<file path="src/shared/clp_pkg.sv">
// Constants, register map and types for the codec link and pin control block
package clp_pkg;
   // Clock rates
   localparam int CLP_MCLK_HZ = 200_000_000;
   localparam int CLP_XTAL_HZ = 24_576_000;
   localparam int CLP_BCLK_HZ = 12_288_000;
   localparam int CLP_BCLK_DIV = CLP_XTAL_HZ / CLP_BCLK_HZ;
   localparam int CLP_FRAME_HZ = 48_000;

   // Register bus
   localparam int CLP_AXI_AW = 9;
   localparam logic [1:0] CLP_RESP_OKAY = 2'h0;
   localparam logic [1:0] CLP_RESP_SLVERR = 2'h2;

   // Codec register indices; byte address is four times the index
   localparam logic [6:0] CLP_REG_MASTER = 7'h02;
   localparam logic [6:0] CLP_REG_HEADPHONE = 7'h04;
   localparam logic [6:0] CLP_REG_MONO = 7'h06;
   localparam logic [6:0] CLP_REG_MIC = 7'h0E;
   localparam logic [6:0] CLP_REG_LINE_IN = 7'h10;
   localparam logic [6:0] CLP_REG_CD = 7'h12;
   localparam logic [6:0] CLP_REG_VIDEO = 7'h14;
   localparam logic [6:0] CLP_REG_GENERAL = 7'h20;
   localparam logic [6:0] CLP_REG_WIDEN = 7'h22;
   localparam logic [6:0] CLP_REG_POWER = 7'h26;
   localparam logic [6:0] CLP_REG_CHAIN = 7'h74;
   localparam logic [6:0] CLP_REG_VENDOR1 = 7'h7C;
   localparam logic [6:0] CLP_REG_VENDOR2 = 7'h7E;
   localparam logic [6:0] CLP_REG_LINK_STAT = 7'h7F;

   // Storage slots
   localparam int CLP_NSLOT = 10;
   localparam logic [3:0] CLP_SLOT_MASTER = 4'h0;
   localparam logic [3:0] CLP_SLOT_HEADPHONE = 4'h1;
   localparam logic [3:0] CLP_SLOT_MONO = 4'h2;
   localparam logic [3:0] CLP_SLOT_MIC = 4'h3;
   localparam logic [3:0] CLP_SLOT_LINE_IN = 4'h4;
   localparam logic [3:0] CLP_SLOT_CD = 4'h5;
   localparam logic [3:0] CLP_SLOT_VIDEO = 4'h6;
   localparam logic [3:0] CLP_SLOT_GENERAL = 4'h7;
   localparam logic [3:0] CLP_SLOT_POWER = 4'h8;
   localparam logic [3:0] CLP_SLOT_CHAIN = 4'h9;
   localparam logic [3:0] CLP_SLOT_NONE = 4'hF;

   localparam logic [15:0] CLP_DEFAULT [CLP_NSLOT] = '{
      16'h8000, 16'h8000, 16'h8000, 16'h8008, 16'h8808,
      16'h8808, 16'h8808, 16'h0000, 16'h0000, 16'h0000};
   localparam logic [15:0] CLP_MASK [CLP_NSLOT] = '{
      16'h9F1F, 16'h9F1F, 16'h801F, 16'h805F, 16'h9F1F,
      16'h9F1F, 16'h9F1F, 16'h2380, 16'hFF00, 16'h0003};

   // Field positions
   localparam int CLP_MUTE_BIT = 15;
   localparam int CLP_MIC_BOOST_BIT = 6;
   localparam int CLP_WIDEN_BIT = 13;
   localparam int CLP_MONO_SRC_BIT = 9;
   localparam int CLP_MIC_SEL_BIT = 8;
   localparam int CLP_EXT_AMP_POWERDOWN_BIT = 15;
   localparam logic [15:0] CLP_PD_READY = 16'h000F;

   // Frame layout: tag, control address slot, control data slot
   localparam logic [5:0] CLP_HEAD_BITS = 6'h38;
   localparam logic [5:0] CLP_HEAD_LAST = 6'h37;
   localparam int CLP_TAG_VALID = 15;
   localparam int CLP_TAG_ADDR = 14;
   localparam int CLP_TAG_DATA = 13;
   localparam int CLP_S1_READ = 19;

   // Synchronised pin positions
   localparam int CLP_PIN_COUNT = 8;
   localparam int CLP_PIN_BCLK = 0;
   localparam int CLP_PIN_SYNC = 1;
   localparam int CLP_PIN_SDATA = 2;
   localparam int CLP_PIN_CHAIN = 3;
   localparam int CLP_PIN_RSTN = 4;
   localparam int CLP_PIN_XTAL = 5;
   localparam int CLP_PIN_STRAP_L = 6;
   localparam int CLP_PIN_STRAP_M = 7;
   localparam logic [7:0] CLP_PIN_INIT = 8'hD0;

   // Strap capture
   localparam logic [2:0] CLP_STRAP_SETTLE = 3'h4;
   typedef enum logic [1:0] {
      CAPTURE_IDLE = 2'h0,
      CAPTURE_SETTLE = 2'h1,
      CAPTURE_DONE = 2'h3
   } clp_strap_type;
endpackage

</file>
<file path="src/shared/clp_pin_if.sv">
// Raw and filtered pin levels between the block and its synchroniser
`timescale 1ns/1ps
`default_nettype none
interface clp_pin_if #(parameter int W = 8)
(
   input wire logic clk,
   input wire logic rst
);
   logic [W-1:0] raw;
   logic [W-1:0] clean;
   modport sync_side (input clk, input rst, input raw, output clean);
   modport user_side (output raw, input clean);
endinterface
`default_nettype wire

</file>
<file path="src/hw/clp_codec_link.sv">
// Codec serial link, pin control and register file behind AXI4-Lite
`timescale 1ns/1ps
`default_nettype none
module clp_codec_link
   import clp_pkg::*;
#(
   // Arbitrary identification values
   parameter logic [15:0] VENDOR_ID1 = 16'h0001,
   parameter logic [15:0] VENDOR_ID2 = 16'h0002
)
(
   // Clock and reset
   input wire logic MCLK,
   input wire logic SRST,
   // AXI4-Lite write
   input wire logic [CLP_AXI_AW-1:0] S_AXI_AWADDR,
   input wire logic S_AXI_AWVALID,
   output logic S_AXI_AWREADY,
   input wire logic [31:0] S_AXI_WDATA,
   input wire logic [3:0] S_AXI_WSTRB,
   input wire logic S_AXI_WVALID,
   output logic S_AXI_WREADY,
   output logic [1:0] S_AXI_BRESP,
   output logic S_AXI_BVALID,
   input wire logic S_AXI_BREADY,
   // AXI4-Lite read
   input wire logic [CLP_AXI_AW-1:0] S_AXI_ARADDR,
   input wire logic S_AXI_ARVALID,
   output logic S_AXI_ARREADY,
   output logic [31:0] S_AXI_RDATA,
   output logic [1:0] S_AXI_RRESP,
   output logic S_AXI_RVALID,
   input wire logic S_AXI_RREADY,
   // Serial link
   input wire logic BIT_CLK_I,
   output logic BIT_CLK_O,
   output logic BIT_CLK_OE_N,
   input wire logic LINK_SYNC,
   input wire logic SER_FROM_CTRL,
   output logic SER_TO_CTRL,
   input wire logic LINK_RESET_N,
   input wire logic CHAIN_IN,
   // Crystal
   input wire logic CRYSTAL_INPUT,
   output logic CRYSTAL_OUTPUT,
   // Address straps
   input wire logic ADDR_STRAP_LSB,
   input wire logic ADDR_STRAP_MSB,
   // Analog controls
   output logic EXT_AMP_POWERDOWN,
   output logic STEREO_WIDEN_EN,
   output logic MIC_BOOST_EN,
   output logic MIC_SELECT_B,
   output logic MONO_FROM_MIC,
   output logic [15:0] LINE_OUT_LVL,
   output logic [15:0] HEADPHONE_LVL,
   output logic [15:0] MONO_OUT_LVL,
   output logic [15:0] MIC_MIX_LVL,
   output logic [15:0] LINE_IN_MIX_LVL,
   output logic [15:0] CD_MIX_LVL,
   output logic [15:0] VIDEO_MIX_LVL
);
   logic [15:0] regs_q [CLP_NSLOT];
   logic [1:0] codec_addr_q;
   logic fwd_q;
   logic [7:0] frame_cnt_q;

   // Pin synchroniser
   clp_pin_if #(.W(CLP_PIN_COUNT)) pins (.clk(MCLK), .rst(SRST));
   assign pins.raw = {ADDR_STRAP_MSB, ADDR_STRAP_LSB, CRYSTAL_INPUT,
                      LINK_RESET_N, CHAIN_IN, SER_FROM_CTRL, LINK_SYNC,
                      BIT_CLK_I};
   clp_pin_sync #(.W(CLP_PIN_COUNT), .INIT(CLP_PIN_INIT)) u_sync
   (
      .pins(pins.sync_side)
   );

   wire logic link_rst = ~pins.clean[CLP_PIN_RSTN];
   wire logic lrst = SRST | link_rst;
   wire logic chain_clean = pins.clean[CLP_PIN_CHAIN];
   wire logic is_primary = (codec_addr_q == 2'h0);

   function automatic logic [3:0] slot_of(input logic [6:0] a);
      case (a)
         CLP_REG_MASTER: slot_of = CLP_SLOT_MASTER;
         CLP_REG_HEADPHONE: slot_of = CLP_SLOT_HEADPHONE;
         CLP_REG_MONO: slot_of = CLP_SLOT_MONO;
         CLP_REG_MIC: slot_of = CLP_SLOT_MIC;
         CLP_REG_LINE_IN: slot_of = CLP_SLOT_LINE_IN;
         CLP_REG_CD: slot_of = CLP_SLOT_CD;
         CLP_REG_VIDEO: slot_of = CLP_SLOT_VIDEO;
         CLP_REG_GENERAL: slot_of = CLP_SLOT_GENERAL;
         CLP_REG_POWER: slot_of = CLP_SLOT_POWER;
         CLP_REG_CHAIN: slot_of = CLP_SLOT_CHAIN;
         default: slot_of = CLP_SLOT_NONE;
      endcase
   endfunction

   // Returns hit flag and read value
   function automatic logic [16:0] read_word(input logic [6:0] a);
      logic [3:0] s;
      begin
         s = slot_of(a);
         if (s == CLP_SLOT_POWER)
            read_word = {1'b1, regs_q[s] | CLP_PD_READY};
         else if (s != CLP_SLOT_NONE)
            read_word = {1'b1, regs_q[s]};
         else
            case (a)
               CLP_REG_WIDEN: read_word = {1'b1, 16'h0000};
               CLP_REG_VENDOR1: read_word = {1'b1, VENDOR_ID1};
               CLP_REG_VENDOR2: read_word = {1'b1, VENDOR_ID2};
               CLP_REG_LINK_STAT:
                  read_word = {1'b1, frame_cnt_q, 4'h0, fwd_q,
                               ~is_primary, codec_addr_q};
               default: read_word = {1'b0, 16'h0000};
            endcase
      end
   endfunction

   // Strap capture after reset release
   clp_strap_type strap_state_q;
   logic [2:0] settle_q;
   wire logic strap_take = (strap_state_q == CAPTURE_SETTLE) &&
                           (settle_q == CLP_STRAP_SETTLE - 3'h1);

   always_ff @(posedge MCLK)
   begin
      if (SRST)
      begin
         strap_state_q <= CAPTURE_IDLE;
         settle_q <= 3'h0;
      end
      else
         case (strap_state_q)
            CAPTURE_IDLE:
            begin
               strap_state_q <= CAPTURE_SETTLE;
               settle_q <= 3'h0;
            end
            CAPTURE_SETTLE:
            begin
               settle_q <= settle_q + 3'h1;
               if (strap_take)
                  strap_state_q <= CAPTURE_DONE;
            end
            CAPTURE_DONE: strap_state_q <= CAPTURE_DONE;
            default: strap_state_q <= CAPTURE_IDLE;
         endcase
   end

   always_ff @(posedge MCLK)
   begin
      if (SRST)
         codec_addr_q <= 2'h0;
      else if (strap_take)
         codec_addr_q <= ~{pins.clean[CLP_PIN_STRAP_M],
                           pins.clean[CLP_PIN_STRAP_L]};
   end

   // Bit clock from halved crystal, or from the pin
   logic xtal_prev_q;
   logic bclk_gen_q;
   logic bclk_prev_q;
   wire logic xtal_rise = pins.clean[CLP_PIN_XTAL] & ~xtal_prev_q;

   always_ff @(posedge MCLK)
   begin
      if (SRST)
      begin
         xtal_prev_q <= 1'b0;
         bclk_gen_q <= 1'b0;
         CRYSTAL_OUTPUT <= 1'b1;
      end
      else
      begin
         xtal_prev_q <= pins.clean[CLP_PIN_XTAL];
         CRYSTAL_OUTPUT <= ~pins.clean[CLP_PIN_XTAL];
         if (xtal_rise)
            bclk_gen_q <= ~bclk_gen_q;
      end
   end

   assign BIT_CLK_O = is_primary & bclk_gen_q;
   assign BIT_CLK_OE_N = ~is_primary;
   wire logic bclk_int = is_primary ? bclk_gen_q
                                    : pins.clean[CLP_PIN_BCLK];
   wire logic bclk_rise = bclk_int & ~bclk_prev_q;
   wire logic bclk_fall = ~bclk_int & bclk_prev_q;

   always_ff @(posedge MCLK)
   begin
      if (SRST)
         bclk_prev_q <= 1'b0;
      else
         bclk_prev_q <= bclk_int;
   end

   // Receive side: sampled on falling bit clock edges
   logic sync_prev_q;
   logic [5:0] rx_cnt_q;
   logic [54:0] rx_shift_q;
   logic link_wr_q;
   logic [6:0] link_addr_q;
   logic [15:0] link_data_q;
   logic rd_pend_q;
   logic [6:0] rd_addr_q;
   wire logic frame_start = bclk_fall & pins.clean[CLP_PIN_SYNC] &
                            ~sync_prev_q;
   wire logic [55:0] head_w = {rx_shift_q, pins.clean[CLP_PIN_SDATA]};
   wire logic head_done = bclk_fall & ~frame_start &
                          (rx_cnt_q == CLP_HEAD_LAST);
   wire logic [15:0] tag_w = head_w[55:40];
   wire logic [19:0] s1_w = head_w[39:20];
   wire logic [19:0] s2_w = head_w[19:0];

   always_ff @(posedge MCLK)
   begin
      if (lrst)
      begin
         sync_prev_q <= 1'b0;
         rx_cnt_q <= CLP_HEAD_BITS;
         rx_shift_q <= '0;
      end
      else if (bclk_fall)
      begin
         sync_prev_q <= pins.clean[CLP_PIN_SYNC];
         if (frame_start)
            rx_cnt_q <= 6'h0;
         else if (rx_cnt_q != CLP_HEAD_BITS)
         begin
            rx_shift_q <= head_w[54:0];
            rx_cnt_q <= rx_cnt_q + 6'h1;
         end
      end
   end

   // Control slot decode at the end of the data slot
   always_ff @(posedge MCLK)
   begin
      if (lrst)
      begin
         link_wr_q <= 1'b0;
         link_addr_q <= 7'h00;
         link_data_q <= 16'h0000;
         rd_pend_q <= 1'b0;
         rd_addr_q <= 7'h00;
      end
      else
      begin
         link_wr_q <= 1'b0;
         if (frame_start)
            rd_pend_q <= 1'b0;
         if (head_done && tag_w[CLP_TAG_VALID] && tag_w[CLP_TAG_ADDR])
         begin
            if (s1_w[CLP_S1_READ])
            begin
               rd_pend_q <= 1'b1;
               rd_addr_q <= s1_w[18:12];
            end
            else if (tag_w[CLP_TAG_DATA])
            begin
               link_wr_q <= 1'b1;
               link_addr_q <= s1_w[18:12];
               link_data_q <= s2_w[19:4];
            end
         end
      end
   end

   // Transmit side: launched on rising bit clock edges
   logic [55:0] tx_shift_q;
   logic out_q;
   wire logic [16:0] rd_word = read_word(rd_addr_q);

   always_ff @(posedge MCLK)
   begin
      if (lrst)
      begin
         tx_shift_q <= '0;
         out_q <= 1'b0;
         fwd_q <= 1'b0;
         frame_cnt_q <= 8'h00;
      end
      else if (frame_start)
      begin
         tx_shift_q <= {1'b1, rd_pend_q, rd_pend_q, 13'h0000,
                        1'b0, rd_addr_q, 12'h000,
                        rd_word[15:0], 4'h0};
         fwd_q <= regs_q[CLP_SLOT_CHAIN][1:0] != codec_addr_q;
         frame_cnt_q <= frame_cnt_q + 8'h01;
      end
      else if (bclk_rise)
      begin
         out_q <= fwd_q ? chain_clean : tx_shift_q[55];
         tx_shift_q <= {tx_shift_q[54:0], 1'b0};
      end
   end

   assign SER_TO_CTRL = out_q;

   // AXI4-Lite slave
   logic aw_full_q;
   logic [CLP_AXI_AW-1:0] aw_addr_q;
   logic w_full_q;
   logic [15:0] w_data_q;
   logic [1:0] w_strb_q;
   logic [15:0] rdata_q;
   wire logic axi_wr_go = aw_full_q & w_full_q & ~S_AXI_BVALID & ~link_wr_q;
   wire logic [6:0] aw_index = aw_addr_q[8:2];
   wire logic [6:0] ar_index = S_AXI_ARADDR[8:2];
   wire logic [16:0] aw_word = read_word(aw_index);
   wire logic [16:0] ar_word = read_word(ar_index);

   assign S_AXI_AWREADY = ~aw_full_q;
   assign S_AXI_WREADY = ~w_full_q;
   assign S_AXI_ARREADY = ~S_AXI_RVALID;
   assign S_AXI_RDATA = {16'h0000, rdata_q};

   always_ff @(posedge MCLK)
   begin
      if (SRST)
      begin
         aw_full_q <= 1'b0;
         aw_addr_q <= '0;
         w_full_q <= 1'b0;
         w_data_q <= 16'h0000;
         w_strb_q <= 2'h0;
         S_AXI_BVALID <= 1'b0;
         S_AXI_BRESP <= CLP_RESP_OKAY;
      end
      else
      begin
         if (S_AXI_AWVALID && !aw_full_q)
         begin
            aw_full_q <= 1'b1;
            aw_addr_q <= S_AXI_AWADDR;
         end
         if (S_AXI_WVALID && !w_full_q)
         begin
            w_full_q <= 1'b1;
            w_data_q <= S_AXI_WDATA[15:0];
            w_strb_q <= S_AXI_WSTRB[1:0];
         end
         if (axi_wr_go)
         begin
            aw_full_q <= 1'b0;
            w_full_q <= 1'b0;
            S_AXI_BVALID <= 1'b1;
            S_AXI_BRESP <= (aw_word[16] && aw_addr_q[1:0] == 2'h0) ?
                           CLP_RESP_OKAY : CLP_RESP_SLVERR;
         end
         else if (S_AXI_BVALID && S_AXI_BREADY)
            S_AXI_BVALID <= 1'b0;
      end
   end

   always_ff @(posedge MCLK)
   begin
      if (SRST)
      begin
         S_AXI_RVALID <= 1'b0;
         rdata_q <= 16'h0000;
         S_AXI_RRESP <= CLP_RESP_OKAY;
      end
      else if (S_AXI_ARVALID && !S_AXI_RVALID)
      begin
         S_AXI_RVALID <= 1'b1;
         rdata_q <= ar_word[15:0];
         S_AXI_RRESP <= (ar_word[16] && S_AXI_ARADDR[1:0] == 2'h0) ?
                        CLP_RESP_OKAY : CLP_RESP_SLVERR;
      end
      else if (S_AXI_RVALID && S_AXI_RREADY)
         S_AXI_RVALID <= 1'b0;
   end

   // Register file; link writes take the cycle, the bus waits one
   wire logic [3:0] wr_slot = link_wr_q ? slot_of(link_addr_q)
                                        : slot_of(aw_index);
   wire logic [15:0] wr_data = link_wr_q ? link_data_q : w_data_q;
   wire logic [15:0] wr_lanes = link_wr_q ? 16'hFFFF :
                                {{8{w_strb_q[1]}}, {8{w_strb_q[0]}}};
   wire logic wr_en = link_wr_q | (axi_wr_go & (aw_addr_q[1:0] == 2'h0));

   always_ff @(posedge MCLK)
   begin
      if (lrst)
      begin
         for (int i = 0; i < CLP_NSLOT; i++)
            regs_q[i] <= CLP_DEFAULT[i];
      end
      else if (wr_en && wr_slot != CLP_SLOT_NONE)
         regs_q[wr_slot] <= (regs_q[wr_slot] &
                             ~(CLP_MASK[wr_slot] & wr_lanes)) |
                            (wr_data & CLP_MASK[wr_slot] & wr_lanes);
   end

   // Analog control outputs
   assign EXT_AMP_POWERDOWN = regs_q[CLP_SLOT_POWER][CLP_EXT_AMP_POWERDOWN_BIT];
   assign STEREO_WIDEN_EN = regs_q[CLP_SLOT_GENERAL][CLP_WIDEN_BIT];
   assign MIC_BOOST_EN = regs_q[CLP_SLOT_MIC][CLP_MIC_BOOST_BIT];
   assign MIC_SELECT_B = regs_q[CLP_SLOT_GENERAL][CLP_MIC_SEL_BIT];
   assign MONO_FROM_MIC = regs_q[CLP_SLOT_GENERAL][CLP_MONO_SRC_BIT];
   assign LINE_OUT_LVL = regs_q[CLP_SLOT_MASTER];
   assign HEADPHONE_LVL = regs_q[CLP_SLOT_HEADPHONE];
   assign MONO_OUT_LVL = regs_q[CLP_SLOT_MONO];
   assign MIC_MIX_LVL = regs_q[CLP_SLOT_MIC];
   assign LINE_IN_MIX_LVL = regs_q[CLP_SLOT_LINE_IN];
   assign CD_MIX_LVL = regs_q[CLP_SLOT_CD];
   assign VIDEO_MIX_LVL = regs_q[CLP_SLOT_VIDEO];

   // Checks
   wire logic [159:0] regs_flat = {regs_q[9], regs_q[8], regs_q[7],
      regs_q[6], regs_q[5], regs_q[4], regs_q[3], regs_q[2], regs_q[1],
      regs_q[0]};
endmodule
`default_nettype wire

</file>
<file path="src/hw/clp_pin_sync.sv">
// Three-stage pin synchroniser with agreement filter
`timescale 1ns/1ps
`default_nettype none
module clp_pin_sync
   import clp_pkg::*;
#(
   parameter int W = CLP_PIN_COUNT,
   parameter logic [W-1:0] INIT = '0
)
(
   clp_pin_if.sync_side pins
);
   logic [W-1:0] s1_q;
   logic [W-1:0] s2_q;
   logic [W-1:0] s3_q;

   if (W < 1)
   begin : g_bad_width
      $error("clp_pin_sync needs at least one pin");
   end

   // Level changes once the second and third stages agree
   always_ff @(posedge pins.clk)
   begin
      if (pins.rst)
      begin
         s1_q <= INIT;
         s2_q <= INIT;
         s3_q <= INIT;
         pins.clean <= INIT;
      end
      else
      begin
         s1_q <= pins.raw;
         s2_q <= s1_q;
         s3_q <= s2_q;
         pins.clean <= (s2_q & s3_q) | (pins.clean & (s2_q | s3_q));
      end
   end
endmodule
`default_nettype wire

</file>
<file path="config.mk">
export PLATFORM = sky130hd
export DESIGN_NAME = clp_codec_link
export DESIGN_NICKNAME = d
export VERILOG_FILES = /design/src/shared/clp_pkg.sv /design/src/shared/clp_pin_if.sv /design/src/hw/clp_codec_link.sv /design/src/hw/clp_pin_sync.sv
export SDC_FILE = /design/constraint.sdc
export NUM_CORES = 1
export LEC_CHECK = 0
export BUFFER_PORTS_ARGS = -buffer_cell sky130_fd_sc_hd__buf_2
export CORE_ASPECT_RATIO = 1.4
export CORE_UTILIZATION = 24
export DETAILED_ROUTE_END_ITERATION = 12
export PLACE_DENSITY = 0.4
export SLEW_MARGIN = 20
export SYNTH_ARGS = -nofsm -noshare
export SYNTH_HDL_FRONTEND = slang
export SYNTH_SLANG_ARGS = --single-unit
</file>
<file path="constraint.sdc">
create_clock -name MCLK -period 9 [get_ports MCLK]
set_input_delay 1.8 -clock MCLK [delete_from_list [all_inputs] [get_ports MCLK]]
set_output_delay 1.8 -clock MCLK [all_outputs]
set_load 0.05 [all_outputs]
</file>
==> impl_results.md <==
* Outcome: finished, final reports clean
* Post-layout min period at 5.09 ns
* TritonCTS clock tree: built
* Cell Chain, Critical Path: or4_4, a211oi_4, o31ai_4, o32ai_4, buf_4, nor2_2, nor3_4, buf_4, nand4_1, nand2_1, buf_4
* R2R depth at 11
* Mean post-synth cell area at 9.30 sq um
* Cells after Synth at 2598
* Post-CTS sizing at 0
* Sw frac at 0.298
* Initial core utilization at 0.242
* Die X at 270 um
* Area Growth Syn to Fin at 17.9%
* Commonest non-fill, non-tap cell in the layout: nand2_1
* Max-slew headroom at 0.198
* Reg clk slew, reported paths at 0.07 ns
* Critical Path Start Type: flip-flop
* Clk sinks at 481
* Net Switching at 1.63 mW
* Pre-CTS setup slack at 3.30 ns
* Total Routing Usage GR at 0.209
* Clk Latency, worst-skew pair at 0.65 ns
* Max cap viols at 0
* Ys async rst share at 0
* Vias per inst at 5.11
* Routed via count at 21300
* Seq pwr share at 0.442
* Top_reg_cell synth: dfxtp_1
* CP Max Fanout at 15
* Synth cell types at 109
* Leak pwr at 10.9 nW
* Share of cells above drive strength 1 at 0.161
* Slowest cell on crit path: nand2_1
* Max Freq at 0.197 GHz
* Setup CP Type: reg -> reg
* Post-CTS setup buffer count at 0
* R2R setup slack at 3.91 ns
* Largest delay contributor family on the critical path: simple AND/OR/NAND/NOR gates
* Largest net degree at the start of global routing at 96
* Fin crit share at 0.565
* Clock power share at 0.413
* Comb pwr share at 0.145
* Min-delay src: u_sync.s1_q[6]
* IO Port Bufs at 193
* Io pins at 231
* RSZ-0062 raised after global routing: no
* Seq/Total Area, Yosys at 0.496
* Setup violators final at 0
* Clock Skews at 0.0424 ns
* Crit. End Element: flip-flop
* Htree depth at 2
* Reg-to-Reg End: regs_q[1][2]
* Hold path cells at 1
* Post-synth EDFFs at 235
* Die Y at 377 um
* Pre-Repair DR Iteration Count at 7
* CTS buffer count at 52
* CP dominant cell by count: buf_4
* GRT overflow at 0
* WP data required at 9.32 ns
* Hold Path Class: reg -> reg
* Slowest stage delay, CP at 0.71 ns
* Post-route cell area at 28500 sq um
* WHS Endpoint: u_sync.s2_q[6]
* Final antenna-violating net count at 0
* Internal at 3.84 mW
* RD Place Congestion at 0.944
* Routed len/inst at 26.2 um
* Detail Placement HPWL at 78900 um
* Final WS setup at 3.91 ns
* Row cnt at 137
* DRT iter0 DRCs at 2300
* Data arrival, critical path at 5.40 ns
* CTS root buffer: clkbuf_16
* Least-Margin Pin Slew at 1.20 ns
* Synth warn at 0
* Number of register bits inferred by synthesis at 481
* Finished Layout Cells at 4170
* Setup TNS at 0 ns
* # DRC at 0
* Cell Pwr Density at 192 nW/um^2
* Initial antenna violation count at 1
* Max-slew violations at 0
* Antenna Cells at 0
* Max Root-Sink Buffers at 3
* Vias in the first global route at 20500
* Mapped cell area at 24200 sq um
* Post-Route WL at 109000 um
* Placed Area at 26700 sq um
* Core Region at 99800 sq um
* Most frequent cells in the layout: nand2_1 (570), dfxtp_1 (246), a21oi_1 (244), edfxtp_1 (235), nor2_1 (212)
* CTS Hold Bufs at 0
* Die area at 102000 sq um
* Global-route wire length before repair at 153000 um
* Tot Pwr at 5.47 mW
* Endpoints failing hold at 0
* VDD IR-drop max at 0.113 mV
* # placed instances at 4071
* WP buf/inv at 3
* # nets final at 2881
* Reg-to-Reg Start: link_addr_q[4]
## how the worst max path moves through the flow
stage | from | endpoint | slack, ns | depth (start not counted)
3_3_place_gp | S_AXI_ARADDR[3] | rdata_q[0] | 3.35 | 12
6_report | link_addr_q[4] | regs_q[1][2] | 3.91 | 11
4_1_cts | link_addr_q[1] | regs_q[1][14] | 3.94 | 8
3_5_place_dp | S_AXI_ARADDR[3] | rdata_q[0] | 3.30 | 12
5_1_grt | S_AXI_ARADDR[3] | rdata_q[0] | 3.78 | 12
2_1_floorplan | S_AXI_ARADDR[8] | rdata_q[13] | 4.66 | 11
## cells by family (layout without fill, tap and decap cells)
family	after synthesis	in the layout	synth area share
AND/OR/NAND/NOR	1130	1130	0.215
AO/OA/AOI/OAI	575	575	0.157
flip-flops	481	481	0.496
buffers and inverters	215	375	0.0424
multiplexers	175	175	0.0802
XOR/XNOR	15	15	0.00544
adder cells (fa/ha/maj)	6	6	0.00300
other	1	93	0.000155
## final cells by class
cell class	count	area [sq um]
Clock inverter	22	198
Tap cell	1320	1650
Multi-Input combinational cell	1994	11600
Inverter	25	93.8
Timing Repair Buffer	253	1420
Fill cell	10600	71300
Sequential cell	481	12000
Clock buffer	75	1550
## through the flow
| stage | util | hold slack (ns) |
|---|---|---|
| finish | 0.286 | 0.407 |
| CTS | 0.285 | 0.413 |
| floorplan | - | 0.389 |
| global placement | 0.268 | 0.402 |
| global route | 0.286 | 0.423 |
| detailed placement | 0.268 | 0.396 |
## worst reg2reg max path: cells and delay by family, from the launching register on
kind	cells	cell delay, ns
buffers and inverters	3	1.13
AO/OA/AOI/OAI	3	0.84
flip-flops	1	0.38
AND/OR/NAND/NOR	5	2.44
## power groups by stage
stage	sequential, mW	combinational, mW	clock (mW)
5_1_grt	2.42	0.828	2.39
3_5_place_dp	2.46	0.783	0
4_1_cts	2.42	0.785	2.32
2_1_floorplan	2.50	0.448	0
6_report	2.42	0.791	2.26
3_3_place_gp	2.46	0.777	0
## per-layer routing
metal	vias to the layer above	GRT usage	wire length, um
met5	-	0	0
li1	9637	-	-
met1	10500	0.251	43600
met3	232	0.0376	7410
met4	0	0.107	6010
met2	949	0.354	52300
## state kept, by name, indices dropped and copies added (netlist names), 9 cells and up
signal and flops:
tx_shift_q 52, w_data_q 15, rx_shift_q 55, aw_addr_q 9, regs_q 235, rdata_q 16, link_data_q 15
## cell usage after synthesis (24+ instances only)
| cell | count | area (sq um) |
|---|---|---|
| dfxtp_1 | 246 | 4920 |
| buf_4 | 26 | 195 |
| nand2_1 | 571 | 2140 |
| a21oi_1 | 245 | 1230 |
| nor2b_1 | 32 | 200 |
| o21ai_0 | 72 | 360 |
| nor2_1 | 216 | 811 |
| and3_1 | 65 | 407 |
| edfxtp_1 | 235 | 7060 |
| a221oi_1 | 26 | 228 |
| inv_1 | 24 | 90.1 |
| buf_2 | 30 | 150 |
| o22ai_1 | 30 | 188 |
| nand3_1 | 84 | 420 |
| clkbuf_1 | 107 | 402 |
| mux2i_1 | 143 | 1430 |
(Power assumes the default switching activity.)
